===== config.mk =====
export PLATFORM = sky130hd
export DESIGN_NAME = esbt_engine
export DESIGN_NICKNAME = d
export VERILOG_FILES = /design/src/rtl/esbt_pkg.sv /design/src/rtl/esbt_range_check.sv /design/src/rtl/esbt_engine.sv
export SDC_FILE = /design/constraint.sdc
export NUM_CORES = 1
export LEC_CHECK = 0
export ABC_AREA = 1
export BUFFER_PORTS_ARGS = -buffer_cell sky130_fd_sc_hd__buf_2
export CAP_MARGIN = 30
export CORE_MARGIN = 1
export CORE_UTILIZATION = 25
export CTS_CLUSTER_DIAMETER = 200
export DETAILED_ROUTE_END_ITERATION = 7
export GPL_ROUTABILITY_DRIVEN = 0
export PLACE_DENSITY = 0.54
export SYNTH_ARGS = -nofsm -noshare
export SYNTH_HDL_FRONTEND = slang
export SYNTH_HIERARCHICAL = 1
export SYNTH_SLANG_ARGS = --single-unit

===== constraint.sdc =====
create_clock -name clock_i -period 7.2 [get_ports clock_i]
set_input_delay 0.36 -clock clock_i [delete_from_list [all_inputs] [get_ports clock_i]]
set_output_delay 0.36 -clock clock_i [all_outputs]
set_load 0.01 [all_outputs]

===== src/rtl/esbt_pkg.sv =====
// Purpose: Shared constants and carriers for the bulk core store block transfer engine.
// Assumes: One clock domain at 100 MHz, asynchronous active-low reset.
// Notes: Register offsets are byte addresses of aligned 32-bit words on AHB-Lite.
//
// Functional notes
// - Read moves store to memory; write reverses.
// - Transfer parameters frozen; restart uses originals.
// - Negative word count raises range fault.
// - Fault stops if stop bit, else next word.
// - Memory field length must exceed end address.
// - Store end minus field length nonnegative faults.
// - Word 7 at store field length faults.
// - All range checks precede any transfer.
// - Error exit goes to lower instruction parcel.
// - Parity error exits only after whole block; code flags parity on reads only, a write ignores it.
// - Unavailable bank gives immediate error exit.
// - Nonexistent write address: no data, exit.
// - Nonexistent read address writes zeros to memory.
// - Exchange request waits for current record end.
// - Last record clean: next word, then exchange.
// - Last record errored: lower parcel, then exchange.
// - Unfinished block: save transfer address, redo all.
// - Start addresses are register plus base.
// - Low six base/length bits read zero; code clears them for store base/length only.
package esbt_pkg;

  localparam logic [7:0] REG_CTRL = 8'h00;
  localparam logic [7:0] REG_STATUS = 8'h04;
  localparam logic [7:0] REG_COUNT_INDEX = 8'h08;
  localparam logic [7:0] REG_CONST_K = 8'h0c;
  localparam logic [7:0] REG_MEM_ADDR = 8'h10;
  localparam logic [7:0] REG_STORE_ADDR = 8'h14;
  localparam logic [7:0] REG_MEM_BASE = 8'h18;
  localparam logic [7:0] REG_MEM_FL = 8'h1c;
  localparam logic [7:0] REG_STORE_BASE = 8'h20;
  localparam logic [7:0] REG_STORE_FL = 8'h24;
  localparam logic [7:0] REG_PADDR = 8'h28;
  localparam logic [7:0] REG_NEXT_PADDR = 8'h2c;
  localparam logic [7:0] REG_WORDS_DONE = 8'h30;

  localparam int CTRL_GO_BIT = 0;
  localparam int CTRL_WRITE_BIT = 1;
  localparam int CTRL_STOP_EN_BIT = 2;

  localparam int MEM_AW = 18;
  localparam int STORE_AW = 24;
  localparam int WORD_W = 60;
  localparam int CHECK_W = 60;
  localparam int STORE_LOW_ZERO = 6;
  localparam int RECORD_WORDS = 8;
  localparam logic [2:0] LAST_WORD_IN_RECORD = 3'h7;

  localparam logic [17:0] RESET_ADDR = 18'h00000;

  typedef enum logic [2:0] {
    ESBT_IDLE = 3'b000,
    ESBT_CHECK = 3'b001,
    ESBT_MOVE = 3'b011,
    ESBT_EXIT = 3'b010,
    ESBT_STOP = 3'b110
  } esbt_state_t;

  typedef enum logic [1:0] {
    ESBT_EXIT_NEXT = 2'h0,
    ESBT_EXIT_LOWER = 2'h1,
    ESBT_EXIT_REDO = 2'h2,
    ESBT_EXIT_STOP = 2'h3
  } esbt_exit_t;

  typedef struct packed {
    logic req;
    logic wr;
    logic [17:0] mem_addr;
    logic [23:0] store_addr;
    logic zero_fill;
  } esbt_xfer_t;

  typedef struct packed {
    logic ack;
    logic parity_err;
    logic bank_down;
    logic nonexist;
  } esbt_resp_t;

endpackage


===== src/rtl/esbt_range_check.sv =====
// Purpose: Whole-block range checks for a bulk core store transfer.
// Assumes: Inputs held steady while the engine is in its check state.
// Notes: Pure combinational; the engine registers the verdict.
`timescale 1ns/1ps
`default_nettype none
module esbt_range_check (
  input wire logic [17:0] count_index_reg_i,
  input wire logic [17:0] const_k_i,
  input wire logic [17:0] memory_addr_reg_i,
  input wire logic [23:0] store_addr_reg_i,
  input wire logic [17:0] memory_field_length_i,
  input wire logic [23:0] store_field_length_i,
  output logic count_neg_o,
  output logic mem_fault_o,
  output logic store_fault_o,
  output logic word7_fault_o,
  output logic [17:0] count_o
);
  logic [18:0] count_sum;
  logic [19:0] mem_end;
  logic [59:0] store_diff;
  logic [59:0] store_last;
  always_comb begin
    count_sum = {count_index_reg_i[17], count_index_reg_i}
      + {const_k_i[17], const_k_i};
    count_neg_o = count_sum[18];
    count_o = count_sum[17:0];
    mem_end = {2'h0, memory_addr_reg_i} + {2'h0, count_sum[17:0]};
    mem_fault_o = ({2'h0, memory_field_length_i} <= mem_end);
    store_diff = {36'h0, store_addr_reg_i} + {42'h0, count_sum[17:0]}
      - {{36{store_field_length_i[23]}}, store_field_length_i};
    store_fault_o = !store_diff[59];
    store_last = {36'h0, store_addr_reg_i} + {42'h0, count_sum[17:0]}
      - 60'h1;
    word7_fault_o = (count_sum[17:0] != 18'h0)
      && (store_last[23:0] == {store_field_length_i[23:3], 3'h7});
  end
endmodule
`default_nettype wire


===== src/rtl/esbt_engine.sv =====
// Purpose: Block transfer engine between central memory and the bulk core store.
// Assumes: Single-word AHB-Lite transfers; memory and store ports answer by ack.
// Notes: Words move one per ack; records are eight words for exchange breaks.
//
// Register access over AHB-Lite and the register addresses were chosen for this implementation.
`timescale 1ns/1ps
`default_nettype none
module esbt_engine (
  input wire logic clock_i,
  input wire logic rst_n_i,
  input wire logic hsel,
  input wire logic [31:0] haddr,
  input wire logic [1:0] htrans,
  input wire logic hwrite,
  input wire logic [2:0] hsize,
  input wire logic [31:0] hwdata,
  input wire logic hready,
  output logic [31:0] hrdata,
  output logic hreadyout,
  output logic hresp,
  input wire logic exchange_req_i,
  output logic exchange_go_o,
  output esbt_pkg::esbt_xfer_t xfer_o,
  input wire esbt_pkg::esbt_resp_t resp_i,
  output logic [59:0] mem_wdata_o,
  input wire logic [59:0] mem_rdata_i,
  output logic [59:0] store_wdata_o,
  input wire logic [59:0] store_rdata_i,
  output logic busy_o,
  output logic error_stop_o
);
  // ********************************************************
  // Register file
  // ********************************************************
  logic go, wr_dir, stop_en;
  logic [17:0] count_index_reg, const_k, memory_addr_reg, memory_base, memory_field_length;
  logic [23:0] store_addr_reg, store_base, store_field_length;
  logic [17:0] paddr, next_paddr_out;
  logic ap_valid, ap_write;
  logic [7:0] ap_addr;
  logic next_ap_valid, next_ap_write;
  logic [7:0] next_ap_addr;
  logic next_go, next_wr_dir, next_stop_en;
  logic [17:0] next_count_index_reg, next_const_k, next_memory_addr_reg;
  logic [17:0] next_memory_base, next_memory_field_length, next_paddr;
  logic [23:0] next_store_addr_reg, next_store_base, next_store_field_length;
  logic [31:0] next_hrdata;
  logic bus_lock;
  logic [1:0] exit_kind;
  logic [17:0] words_done;
  esbt_pkg::esbt_state_t state;

  // ********************************************************
  // Bus interface
  // ********************************************************
  // The slave never stalls, so a read is decoded in its address phase and
  // hrdata is already settled when the master samples it in the data phase.
  logic rd_ok;
  assign rd_ok = hsel && htrans[1] && !hwrite && hready;
  assign hreadyout = 1'b1;
  assign hresp = 1'b0;
  assign bus_lock = (state != esbt_pkg::ESBT_IDLE);

  always_comb begin
    // Only whole-word writes are taken; a narrower one is dropped, not half applied.
    next_ap_valid = hsel && htrans[1] && hwrite && hready && (hsize == 3'h2);
    next_ap_write = hwrite;
    next_ap_addr = haddr[7:0];
    // GO is a one-cycle pulse, so it always reads back as zero.
    next_go = 1'b0;
    next_wr_dir = wr_dir;
    next_stop_en = stop_en;
    next_count_index_reg = count_index_reg;
    next_const_k = const_k;
    next_memory_addr_reg = memory_addr_reg;
    next_store_addr_reg = store_addr_reg;
    next_memory_base = memory_base;
    next_memory_field_length = memory_field_length;
    next_store_base = store_base;
    next_store_field_length = store_field_length;
    next_paddr = paddr;
    next_hrdata = hrdata;
    // Parameters are frozen while a transfer runs so a restart sees originals.
    if (ap_valid && ap_write && !bus_lock) begin
      unique case (ap_addr)
        esbt_pkg::REG_CTRL: begin
          next_go = hwdata[esbt_pkg::CTRL_GO_BIT];
          next_wr_dir = hwdata[esbt_pkg::CTRL_WRITE_BIT];
          next_stop_en = hwdata[esbt_pkg::CTRL_STOP_EN_BIT];
        end
        esbt_pkg::REG_COUNT_INDEX: next_count_index_reg = hwdata[17:0];
        esbt_pkg::REG_CONST_K: next_const_k = hwdata[17:0];
        esbt_pkg::REG_MEM_ADDR: next_memory_addr_reg = hwdata[17:0];
        esbt_pkg::REG_STORE_ADDR: next_store_addr_reg = hwdata[23:0];
        esbt_pkg::REG_MEM_BASE: next_memory_base = hwdata[17:0];
        esbt_pkg::REG_MEM_FL: next_memory_field_length = hwdata[17:0];
        esbt_pkg::REG_STORE_BASE: next_store_base = {hwdata[23:6], 6'h00};
        esbt_pkg::REG_STORE_FL: next_store_field_length = {hwdata[23:6], 6'h00};
        esbt_pkg::REG_PADDR: next_paddr = hwdata[17:0];
        default: ;
      endcase
    end
    if (rd_ok) begin
      unique case (haddr[7:0])
        esbt_pkg::REG_CTRL: next_hrdata = {29'h0, stop_en, wr_dir, 1'b0};
        esbt_pkg::REG_STATUS: next_hrdata = {27'h0, exit_kind, state};
        esbt_pkg::REG_COUNT_INDEX: next_hrdata = {14'h0, count_index_reg};
        esbt_pkg::REG_CONST_K: next_hrdata = {14'h0, const_k};
        esbt_pkg::REG_MEM_ADDR: next_hrdata = {14'h0, memory_addr_reg};
        esbt_pkg::REG_STORE_ADDR: next_hrdata = {8'h0, store_addr_reg};
        esbt_pkg::REG_MEM_BASE: next_hrdata = {14'h0, memory_base};
        esbt_pkg::REG_MEM_FL: next_hrdata = {14'h0, memory_field_length};
        esbt_pkg::REG_STORE_BASE: next_hrdata = {8'h0, store_base};
        esbt_pkg::REG_STORE_FL: next_hrdata = {8'h0, store_field_length};
        esbt_pkg::REG_PADDR: next_hrdata = {14'h0, paddr};
        esbt_pkg::REG_NEXT_PADDR: next_hrdata = {14'h0, next_paddr_out};
        esbt_pkg::REG_WORDS_DONE: next_hrdata = {14'h0, words_done};
        default: next_hrdata = 32'h0;
      endcase
    end
  end

  // ********************************************************
  // Register file flip-flops
  // ********************************************************
  always_ff @(posedge clock_i or negedge rst_n_i) begin
    if (!rst_n_i) begin
      ap_valid <= 1'b0;
      ap_write <= 1'b0;
      ap_addr <= 8'h0;
      go <= 1'b0;
      wr_dir <= 1'b0;
      stop_en <= 1'b0;
      count_index_reg <= 18'h0;
      const_k <= 18'h0;
      memory_addr_reg <= 18'h0;
      store_addr_reg <= 24'h0;
      memory_base <= 18'h0;
      memory_field_length <= 18'h0;
      store_base <= 24'h0;
      store_field_length <= 24'h0;
      paddr <= esbt_pkg::RESET_ADDR;
      hrdata <= 32'h0;
    end else begin
      ap_valid <= next_ap_valid;
      ap_write <= next_ap_write;
      ap_addr <= next_ap_addr;
      go <= next_go;
      wr_dir <= next_wr_dir;
      stop_en <= next_stop_en;
      count_index_reg <= next_count_index_reg;
      const_k <= next_const_k;
      memory_addr_reg <= next_memory_addr_reg;
      store_addr_reg <= next_store_addr_reg;
      memory_base <= next_memory_base;
      memory_field_length <= next_memory_field_length;
      store_base <= next_store_base;
      store_field_length <= next_store_field_length;
      paddr <= next_paddr;
      hrdata <= next_hrdata;
    end
  end

  // ********************************************************
  // Range checks
  // ********************************************************
  logic count_neg, mem_fault, store_fault, word7_fault;
  logic [17:0] count;
  // The checker is combinational; its verdict matters only in the CHECK state.
  esbt_range_check u_check (
    .count_index_reg_i(count_index_reg),
    .const_k_i(const_k),
    .memory_addr_reg_i(memory_addr_reg),
    .store_addr_reg_i(store_addr_reg),
    .memory_field_length_i(memory_field_length),
    .store_field_length_i(store_field_length),
    .count_neg_o(count_neg),
    .mem_fault_o(mem_fault),
    .store_fault_o(store_fault),
    .word7_fault_o(word7_fault),
    .count_o(count)
  );

  // ********************************************************
  // Transfer sequencer
  // ********************************************************
  esbt_pkg::esbt_state_t next_state;
  logic [17:0] mem_ptr, next_mem_ptr, next_words_done;
  logic [23:0] store_ptr, next_store_ptr;
  logic parity_seen, next_parity_seen, xchg_pend, next_xchg_pend;
  logic [1:0] next_exit_kind;
  logic [17:0] next_paddr_reg;
  logic next_exchange_go, next_error_stop, next_req;
  logic word_req;
  logic [59:0] next_mem_wdata, next_store_wdata;
  logic any_fault, record_end, last_word;

  // Any single check failing stops the block before its first word.
  assign any_fault = count_neg || mem_fault || store_fault || word7_fault;
  // Compared against the word being answered, so the last answer leaves MOVE.
  assign last_word = (words_done + 18'h1 == count);
  // Records are eight words long; an exchange may break in only at their ends.
  assign record_end = (words_done[2:0] == esbt_pkg::LAST_WORD_IN_RECORD);

  always_comb begin
    next_state = state;
    next_mem_ptr = mem_ptr;
    next_store_ptr = store_ptr;
    next_words_done = words_done;
    next_parity_seen = parity_seen;
    next_xchg_pend = xchg_pend || exchange_req_i;
    next_exit_kind = exit_kind;
    next_paddr_reg = next_paddr_out;
    next_exchange_go = 1'b0;
    next_error_stop = error_stop_o;
    next_req = 1'b0;
    next_mem_wdata = mem_wdata_o;
    next_store_wdata = store_wdata_o;
    unique case (state)
      esbt_pkg::ESBT_IDLE: begin
        // An exchange that arrives while idle needs no holding here.
        next_xchg_pend = 1'b0;
        if (go) begin
          next_state = esbt_pkg::ESBT_CHECK;
          next_parity_seen = 1'b0;
          next_words_done = 18'h0;
        end
      end
      esbt_pkg::ESBT_CHECK: begin
        // Start addresses are formed once; the pointers then step together.
        next_mem_ptr = memory_addr_reg + memory_base;
        next_store_ptr = store_addr_reg + store_base;
        // A fault moves no word, whatever the stop bit says.
        if (any_fault) begin
          next_state = esbt_pkg::ESBT_IDLE;
          if (stop_en) begin
            next_exit_kind = esbt_pkg::ESBT_EXIT_STOP;
            next_error_stop = 1'b1;
          end else begin
            next_exit_kind = esbt_pkg::ESBT_EXIT_NEXT;
            next_paddr_reg = paddr + 18'h1;
          end
        end else if (count == 18'h0) begin
          next_state = esbt_pkg::ESBT_EXIT;
        end else begin
          next_state = esbt_pkg::ESBT_MOVE;
          next_req = 1'b1;
        end
      end
      esbt_pkg::ESBT_MOVE: begin
        next_req = 1'b1;
        if (resp_i.ack) begin
          // Bank loss and a missing write address end the block at once.
          if (resp_i.bank_down || (resp_i.nonexist && wr_dir)) begin
            next_req = 1'b0;
            next_parity_seen = 1'b1;
            next_state = esbt_pkg::ESBT_EXIT;
          end else begin
            if (!wr_dir) begin
              next_mem_wdata = resp_i.nonexist ? 60'h0 : store_rdata_i;
              // The error flag covers parity and missing read addresses alike;
              // both let the block run to its end before the lower-parcel exit.
              next_parity_seen = parity_seen || resp_i.parity_err
                || resp_i.nonexist;
            end else begin
              next_store_wdata = mem_rdata_i;
            end
            next_words_done = words_done + 18'h1;
            next_mem_ptr = mem_ptr + 18'h1;
            next_store_ptr = store_ptr + 24'h1;
            if (last_word) begin
              next_req = 1'b0;
              next_state = esbt_pkg::ESBT_EXIT;
            // An unfinished block is redone from scratch, so P still names it.
            end else if (record_end && next_xchg_pend) begin
              next_req = 1'b0;
              next_state = esbt_pkg::ESBT_IDLE;
              next_exit_kind = esbt_pkg::ESBT_EXIT_REDO;
              next_paddr_reg = paddr;
              next_exchange_go = 1'b1;
            end
          end
        end
      end
      esbt_pkg::ESBT_EXIT: begin
        next_state = esbt_pkg::ESBT_IDLE;
        // A pending exchange follows the exit, so the saved P is already final.
        next_exchange_go = next_xchg_pend;
        if (parity_seen) begin
          next_exit_kind = esbt_pkg::ESBT_EXIT_LOWER;
          next_paddr_reg = paddr;
        end else begin
          next_exit_kind = esbt_pkg::ESBT_EXIT_NEXT;
          next_paddr_reg = paddr + 18'h1;
        end
      end
      default: next_state = esbt_pkg::ESBT_IDLE;
    endcase
  end

  // ********************************************************
  // Sequencer flip-flops
  // ********************************************************
  always_ff @(posedge clock_i or negedge rst_n_i) begin
    if (!rst_n_i) begin
      state <= esbt_pkg::ESBT_IDLE;
      mem_ptr <= 18'h0;
      store_ptr <= 24'h0;
      words_done <= 18'h0;
      parity_seen <= 1'b0;
      xchg_pend <= 1'b0;
      exit_kind <= esbt_pkg::ESBT_EXIT_NEXT;
      next_paddr_out <= 18'h0;
      exchange_go_o <= 1'b0;
      error_stop_o <= 1'b0;
      word_req <= 1'b0;
      mem_wdata_o <= 60'h0;
      store_wdata_o <= 60'h0;
    end else begin
      state <= next_state;
      mem_ptr <= next_mem_ptr;
      store_ptr <= next_store_ptr;
      words_done <= next_words_done;
      parity_seen <= next_parity_seen;
      xchg_pend <= next_xchg_pend;
      exit_kind <= next_exit_kind;
      next_paddr_out <= next_paddr_reg;
      exchange_go_o <= next_exchange_go;
      error_stop_o <= next_error_stop;
      word_req <= next_req;
      mem_wdata_o <= next_mem_wdata;
      store_wdata_o <= next_store_wdata;
    end
  end

  // ********************************************************
  // Far-side port
  // ********************************************************
  // Every field but zero_fill, which is tied low, comes straight from a flip-flop, so the far side sees no glitches.
  assign xfer_o.req = word_req;
  assign xfer_o.wr = wr_dir;
  assign xfer_o.mem_addr = mem_ptr;
  assign xfer_o.store_addr = store_ptr;
  assign xfer_o.zero_fill = 1'b0;
  assign busy_o = (state != esbt_pkg::ESBT_IDLE);
endmodule
`default_nettype wire


# Yosys cells after proc, flatten, opt, wreduce, memory -nomap -nowiden
# Cells that the tools add are included.
# totals
reg_bits	421
inputBits	199
out_inout_bits	202
word_cells	185
# classes
add_sub_neg	11
magnitude_cmp	1
eq_ne	37
mux	56
bitwise	2
reduce_logical	49
# op_table
op	count
$pmux W24 S13	1
$mux W18	12
$pmux W18 S2	2
$eq A8 B5 Y1 const B	8
$eq A8 B6 Y1 const B	8
$mux W60	1
$add A18 B1 Y18 const B	3
$pmux W18 S3	1
$mux W24	2
$pmux W24 S2	1
$add A18 B18 Y19	2
$eq A8 B4 Y1 const B	4
$sub A26 B24 Y27	1
$add A24 B18 Y25	1
$add A24 B1 Y24 const B	1
$add A24 B24 Y24	1
$eq A24 B24 Y1	1
$sub A24 B1 Y24 const B	1
$le A18 B20 Y1	1
$reduce_and A2 Y1	10
$mux W1	19
$add A18 B18 Y18	1
$eq A18 B18 Y1	1
$logic_not A18 Y1	1
other kinds (25)	72

# Longest topological paths before layout
# depth
word_depth	8
depth_mapped	40
depth_no_buf	40

# Cells and area by module
# Netlist, hierarchy kept.
# by_module_without_submodules
mod	n_inst	cells_per_inst	area_each_um2	seq_area_each_um2
esbt_engine	1	2522	21045.2	10309.9
esbt_range_check	1	980	5316.3	0.0

# Worst setup path after synthesis
# Ideal clock, no wire load.
# synth_path
path_type	reg2reg
startpoint	reg count_index_reg[2]
endpoint	reg next_paddr_out[9]
t_arrival_ns	5.124
path_slack_ns	2.002
stages_incl_launch_ff	31
path_buffers	1
path_cell_list	dfrtp_1 ha_1 nand3_1 and2_1 o21ai_0 nand2_1 nand2_1 xor2_1 ha_1 a21oi_1 a21boi_0 o21ai_0 a21boi_0 o21ai_0 xnor2_1 ha_1 inv_1 nor3_1 nand2_1 o311ai_0 nand2_1 a21boi_0 o221ai_1 nor4_1 nand2_1 nand2_1 nor3_1 nand3_4 buf_8 nand2_2 o21ai_2
# synth_via
elab_chain_len	8
# synth_lines
item	line	source
start, declared	esbt_engine.sv:36	logic [17:0] count_index_reg, const_k, memory_addr_reg, memory_base, memory_field_length;
start signal, assigned	esbt_engine.sv:151	count_index_reg <= next_count_index_reg;
$add A18 B18 Y19	esbt_range_check.sv:25	+ {const_k_i[17], const_k_i};
via count[7]	esbt_engine.sv:168	logic [17:0] count;
$add A18 B18 Y19	esbt_range_check.sv:28	mem_end = {2'h0, memory_addr_reg_i} + {2'h0, count_sum[17:0]};
$le A18 B20 Y1	esbt_range_check.sv:29	mem_fault_o = ({2'h0, memory_field_length_i} <= mem_end);
via mem_fault	esbt_engine.sv:167	logic count_neg, mem_fault, store_fault, word7_fault;
$logic_or A1 B1 Y1 (3 in series)	esbt_engine.sv:199	assign any_fault = count_neg || mem_fault || store_fault || word7_fault;
$ne A2 B2 Y1 (no line)	-	
$reduce_and A7 Y1 (no line)	-	
end signal, assigned	esbt_engine.sv:327	next_paddr_out <= next_paddr_reg;
end, declared	esbt_engine.sv:38	logic [17:0] paddr, next_paddr_out;
# The timed path passes the listed nets, and every way through them passes these cells.
# A chain may end at the register's enable or synchronous reset.

# Worst setup path in the final report
# layout_path
startpoint	reg const_k[0]
endpoint	reg next_paddr_out[0]
# layout_via
elab_chain_len	8
# layout_lines
item	line	source
start, declared	esbt_engine.sv:36	
start signal, assigned	esbt_engine.sv:152	const_k <= next_const_k;
$add A18 B18 Y19	esbt_range_check.sv:25	
via count[6]	esbt_engine.sv:168	
$add A24 B18 Y25	esbt_range_check.sv:30	store_diff = {36'h0, store_addr_reg_i} + {42'h0, count_sum[17:0]}
$sub A26 B24 Y27	esbt_range_check.sv:31	- {{36{store_field_length_i[23]}}, store_field_length_i};
$logic_not A1 Y1	esbt_range_check.sv:32	store_fault_o = !store_diff[59];
via store_fault	esbt_engine.sv:167	
$logic_or A1 B1 Y1 (2 in series)	esbt_engine.sv:199	
$ne A2 B2 Y1 (no line)	-	
$reduce_and A7 Y1 (no line)	-	
# The timed path passes the listed nets, and every way through them passes these cells.

==> impl_metrics.toml <==
[run_status]
status = "completed"

[pwr]
p_leak_nw = 16.7
combPwrFrac_pct = 11.2
vdd_drop_max_mv = 0.170
finalPower_w = 0.00615
p_sw_share_pct = 27.0
power_switching_w = 0.00166
p_seq_share_pct = 39.0
intPower_w = 0.00449
power_frac_clock_pct = 49.9
power.density_nw_per_um2 = 186

[route]
drc = 0
wl_met1_um = 46400
routed.top_layer = "met5"
route.met3.wl_um = 8360
met2_length_um = 44700
viasPerCell = 4.85
num_vias = 26266
wl_um = 102000
final_antenna_net_count = 0
first_pass_iters = 6
avgRoutedWirePerCell_um = 18.9
drtIter0Drc = 2391

[setup_path]
critPathMaxFanout = 12
cp_common_cell = "nand2_1"
cp-start-kind = "register"
cp.arrival_ps = 6930
required_ps = 7730
crit_path_end_kind = "register"
slowest_stage = "fa_1"
max_stage_delay_ps = 430
critPathKind = "register to register"

[final_layout]
drive_gt1_share_pct = 16.0
fin_area_um2 = 33100
fill_cells = 11085
seq_area_um2 = 10300
nNetsFinal = 4331
top_regs = "mem_wdata_o (60), store_wdata_o (60)"
multi_input_area_um2 = 14000
final_common_cell = "nand2_1"
areaGrowthSynthToFinish_pct = 25.7
layout_common_cells = "nand2_1 (880), inv_1 (420), dfrtp_1 (412), o21ai_0 (381), buf_2 (355)"

[yosys]
syn_area_um2 = 26400
synthCells = 3502
yosysUniqueCellTypes = 61
synthArstFlopShare_pct = 100
synth.area.top_cells = "dfrtp_1 (39%), nand2_1 (13%), o21ai_0 (7.2%), ha_1 (6.6%), inv_1 (6.0%)"
yosys_warnings = 6
yosysTopAreaCell = "dfrtp_1"
seq_area_frac_synth_pct = 39.1
avgSynthCellArea_um2 = 7.53
synth_flop_cell = "dfrtp_1"
synth_top_cell_area_share_pct = 39.1
synth_seq_cells = 412
synth_edf_count = 0

[timing]
max_slew_margin_pct = 32.3
tns_ps = 0
fin_crit_ps = 6400
slew_viol_final = 0
finalSetupViolations = 0
period_share_pct = 88.9
skew_ps = 30.9
finalHoldViolCount = 0
rsz0062_at_grt = "false"
fmax_mhz = 156
hold_ws_ps = 33.2
worst_slew_pin_slew_ps = 1010

[floorplan]
dieHeight_um = 327
fp.dieW_um = 327
num_rows = 118
io-pin-count = 401
die_area_um2 = 107000
core_um2 = 104000
initial_core_util_pct = 25.3

[min_path]
min_path_type = "input pin to register"

[cts]
clock-root-buffer = "clkbuf_16"
path_clk_slew_ps = 60
clk_path_buf_depth = 3
htree_levels = 2
numClockSinks = 412
cts_setup_buffers = 0
numCtsBuffers = 53
tritoncts = "done"
clock_latency_ps = 660
cts_resized = 0

[grt]
grt_pass1_vias = 25177
grt_usage_pct = 18.9
grt_max_degree = 149
antenna_found_initial = 15
grt.overflow.total = 0
grt_first_pass_wirelength_um = 155000

[placement]
hpwl_um = 78400
placed_cell_area_um2 = 29800
port_buffers = 356

[run]
maxCapViolCount = 0
-- logic make-up (layout without fill, tap and decap cells) --
| group | Yosys count | in the layout | share of synthesized area [%] |
|---|---|---|---|
| and+or+nand+nor | 1542 | 1542 | 25.1 |
| muxes | 60 | 60 | 2.56 |
| xor gates and xnor gates | 64 | 64 | 2.15 |
| adders and majority gates | 144 | 144 | 6.98 |
| AOI/OAI and AO/OA | 735 | 735 | 16.0 |
| DFF | 412 | 412 | 39.1 |
| other | 2 | 22 | 0.0285 |
| buffers and inverters | 543 | 1053 | 8.07 |
-- layout make-up --
cell class              instances  share of cell area [%]
inverters                     431                    4.88
clock inverters                32                    1.68
multi-input cells            2565                    42.3
flip-flops and latches        412                    31.1
diodes                          2                  0.0151
well taps                    1380                    5.21
repair buffers                525                    10.4
clock buffers                  65                    4.38
-- timing repair --
| item | 4_1_cts | 5_1_grt |
|---|---|---|
| setup endpoints to repair | 0 | 0 |
| hold buffers | 129 | 0 |
| endpoints found under the hold margin | 204 | 0 |
-- metrics by stage --
stage / util, % / setup slack, ps / std cells
final: 31.8 / 799 / 5412
after global routing: 31.8 / 237 / 5412
after CTS: 31.8 / 882 / 5410
after detailed placement: 28.7 / 945 / 5184
after global placement: 28.6 / 1030 / 5182
after floorplan: - / 2000 / 3520
-- metal layers --
layer,vias up,GRT usage (%)
li1,12647,-
met1,12412,26.3
met2,1064,29.5
met3,137,3.89
met4,6,4.85
met5,-,0
-- synth_stat cells (15+ instances only) --
master    number
nor3_1        41
o22ai_1       17
a31oi_1       25
nor2_1       210
mux2_2        60
inv_1        421
a221oi_1      35
a21oi_1      160
nand3_1      270
nand2_1      881
xnor2_1       21
xor2_1        42
dfrtp_1      412
ha_1         139
a22o_1        21
clkbuf_1      92
o21ai_0      381
nor2_2        15
nand2_2       29
nand4_1       41
-- power by group through the flow --
stage / clock, W / sequential [W] / combinational, W
finish: 0.00307 / 0.00240 / 0.000688
global route: 0.00323 / 0.00240 / 0.000765
CTS: 0.00315 / 0.00240 / 0.000694
detailed placement: 0 / 0.00244 / 0.000635
global placement: 0 / 0.00244 / 0.000633
floorplan: 0 / 0.00244 / 0.000351
-- final timing paths --
check	end	start	cells after the start	slack, ps
min in group asynchronous	mem_wdata_o[26]	rst_n_i	2	290
worst max register to register	next_paddr_out[0]	const_k[0]	36	800
worst min register to register	hrdata[22]	hrdata[22]	2	470
worst max-delay path	next_paddr_out[0]	const_k[0]	36	800
worst min-delay path	store_field_length[20]	hwdata[20]	3	30
max in group asynchronous	store_wdata_o[45]	rst_n_i	3	5600
-- worst max-delay path, delay by kind of cell, from the launching register on --
| kind | cells | cell delay (ps) |
|---|---|---|
| and+or+nand+nor | 20 | 2140 |
| adders and majority gates | 4 | 1370 |
| AOI/OAI and AO/OA | 5 | 1070 |
| buffers and inverters | 6 | 980 |
| DFF | 1 | 400 |
| xor gates and xnor gates | 1 | 330 |
(Power assumes the default switching activity.)
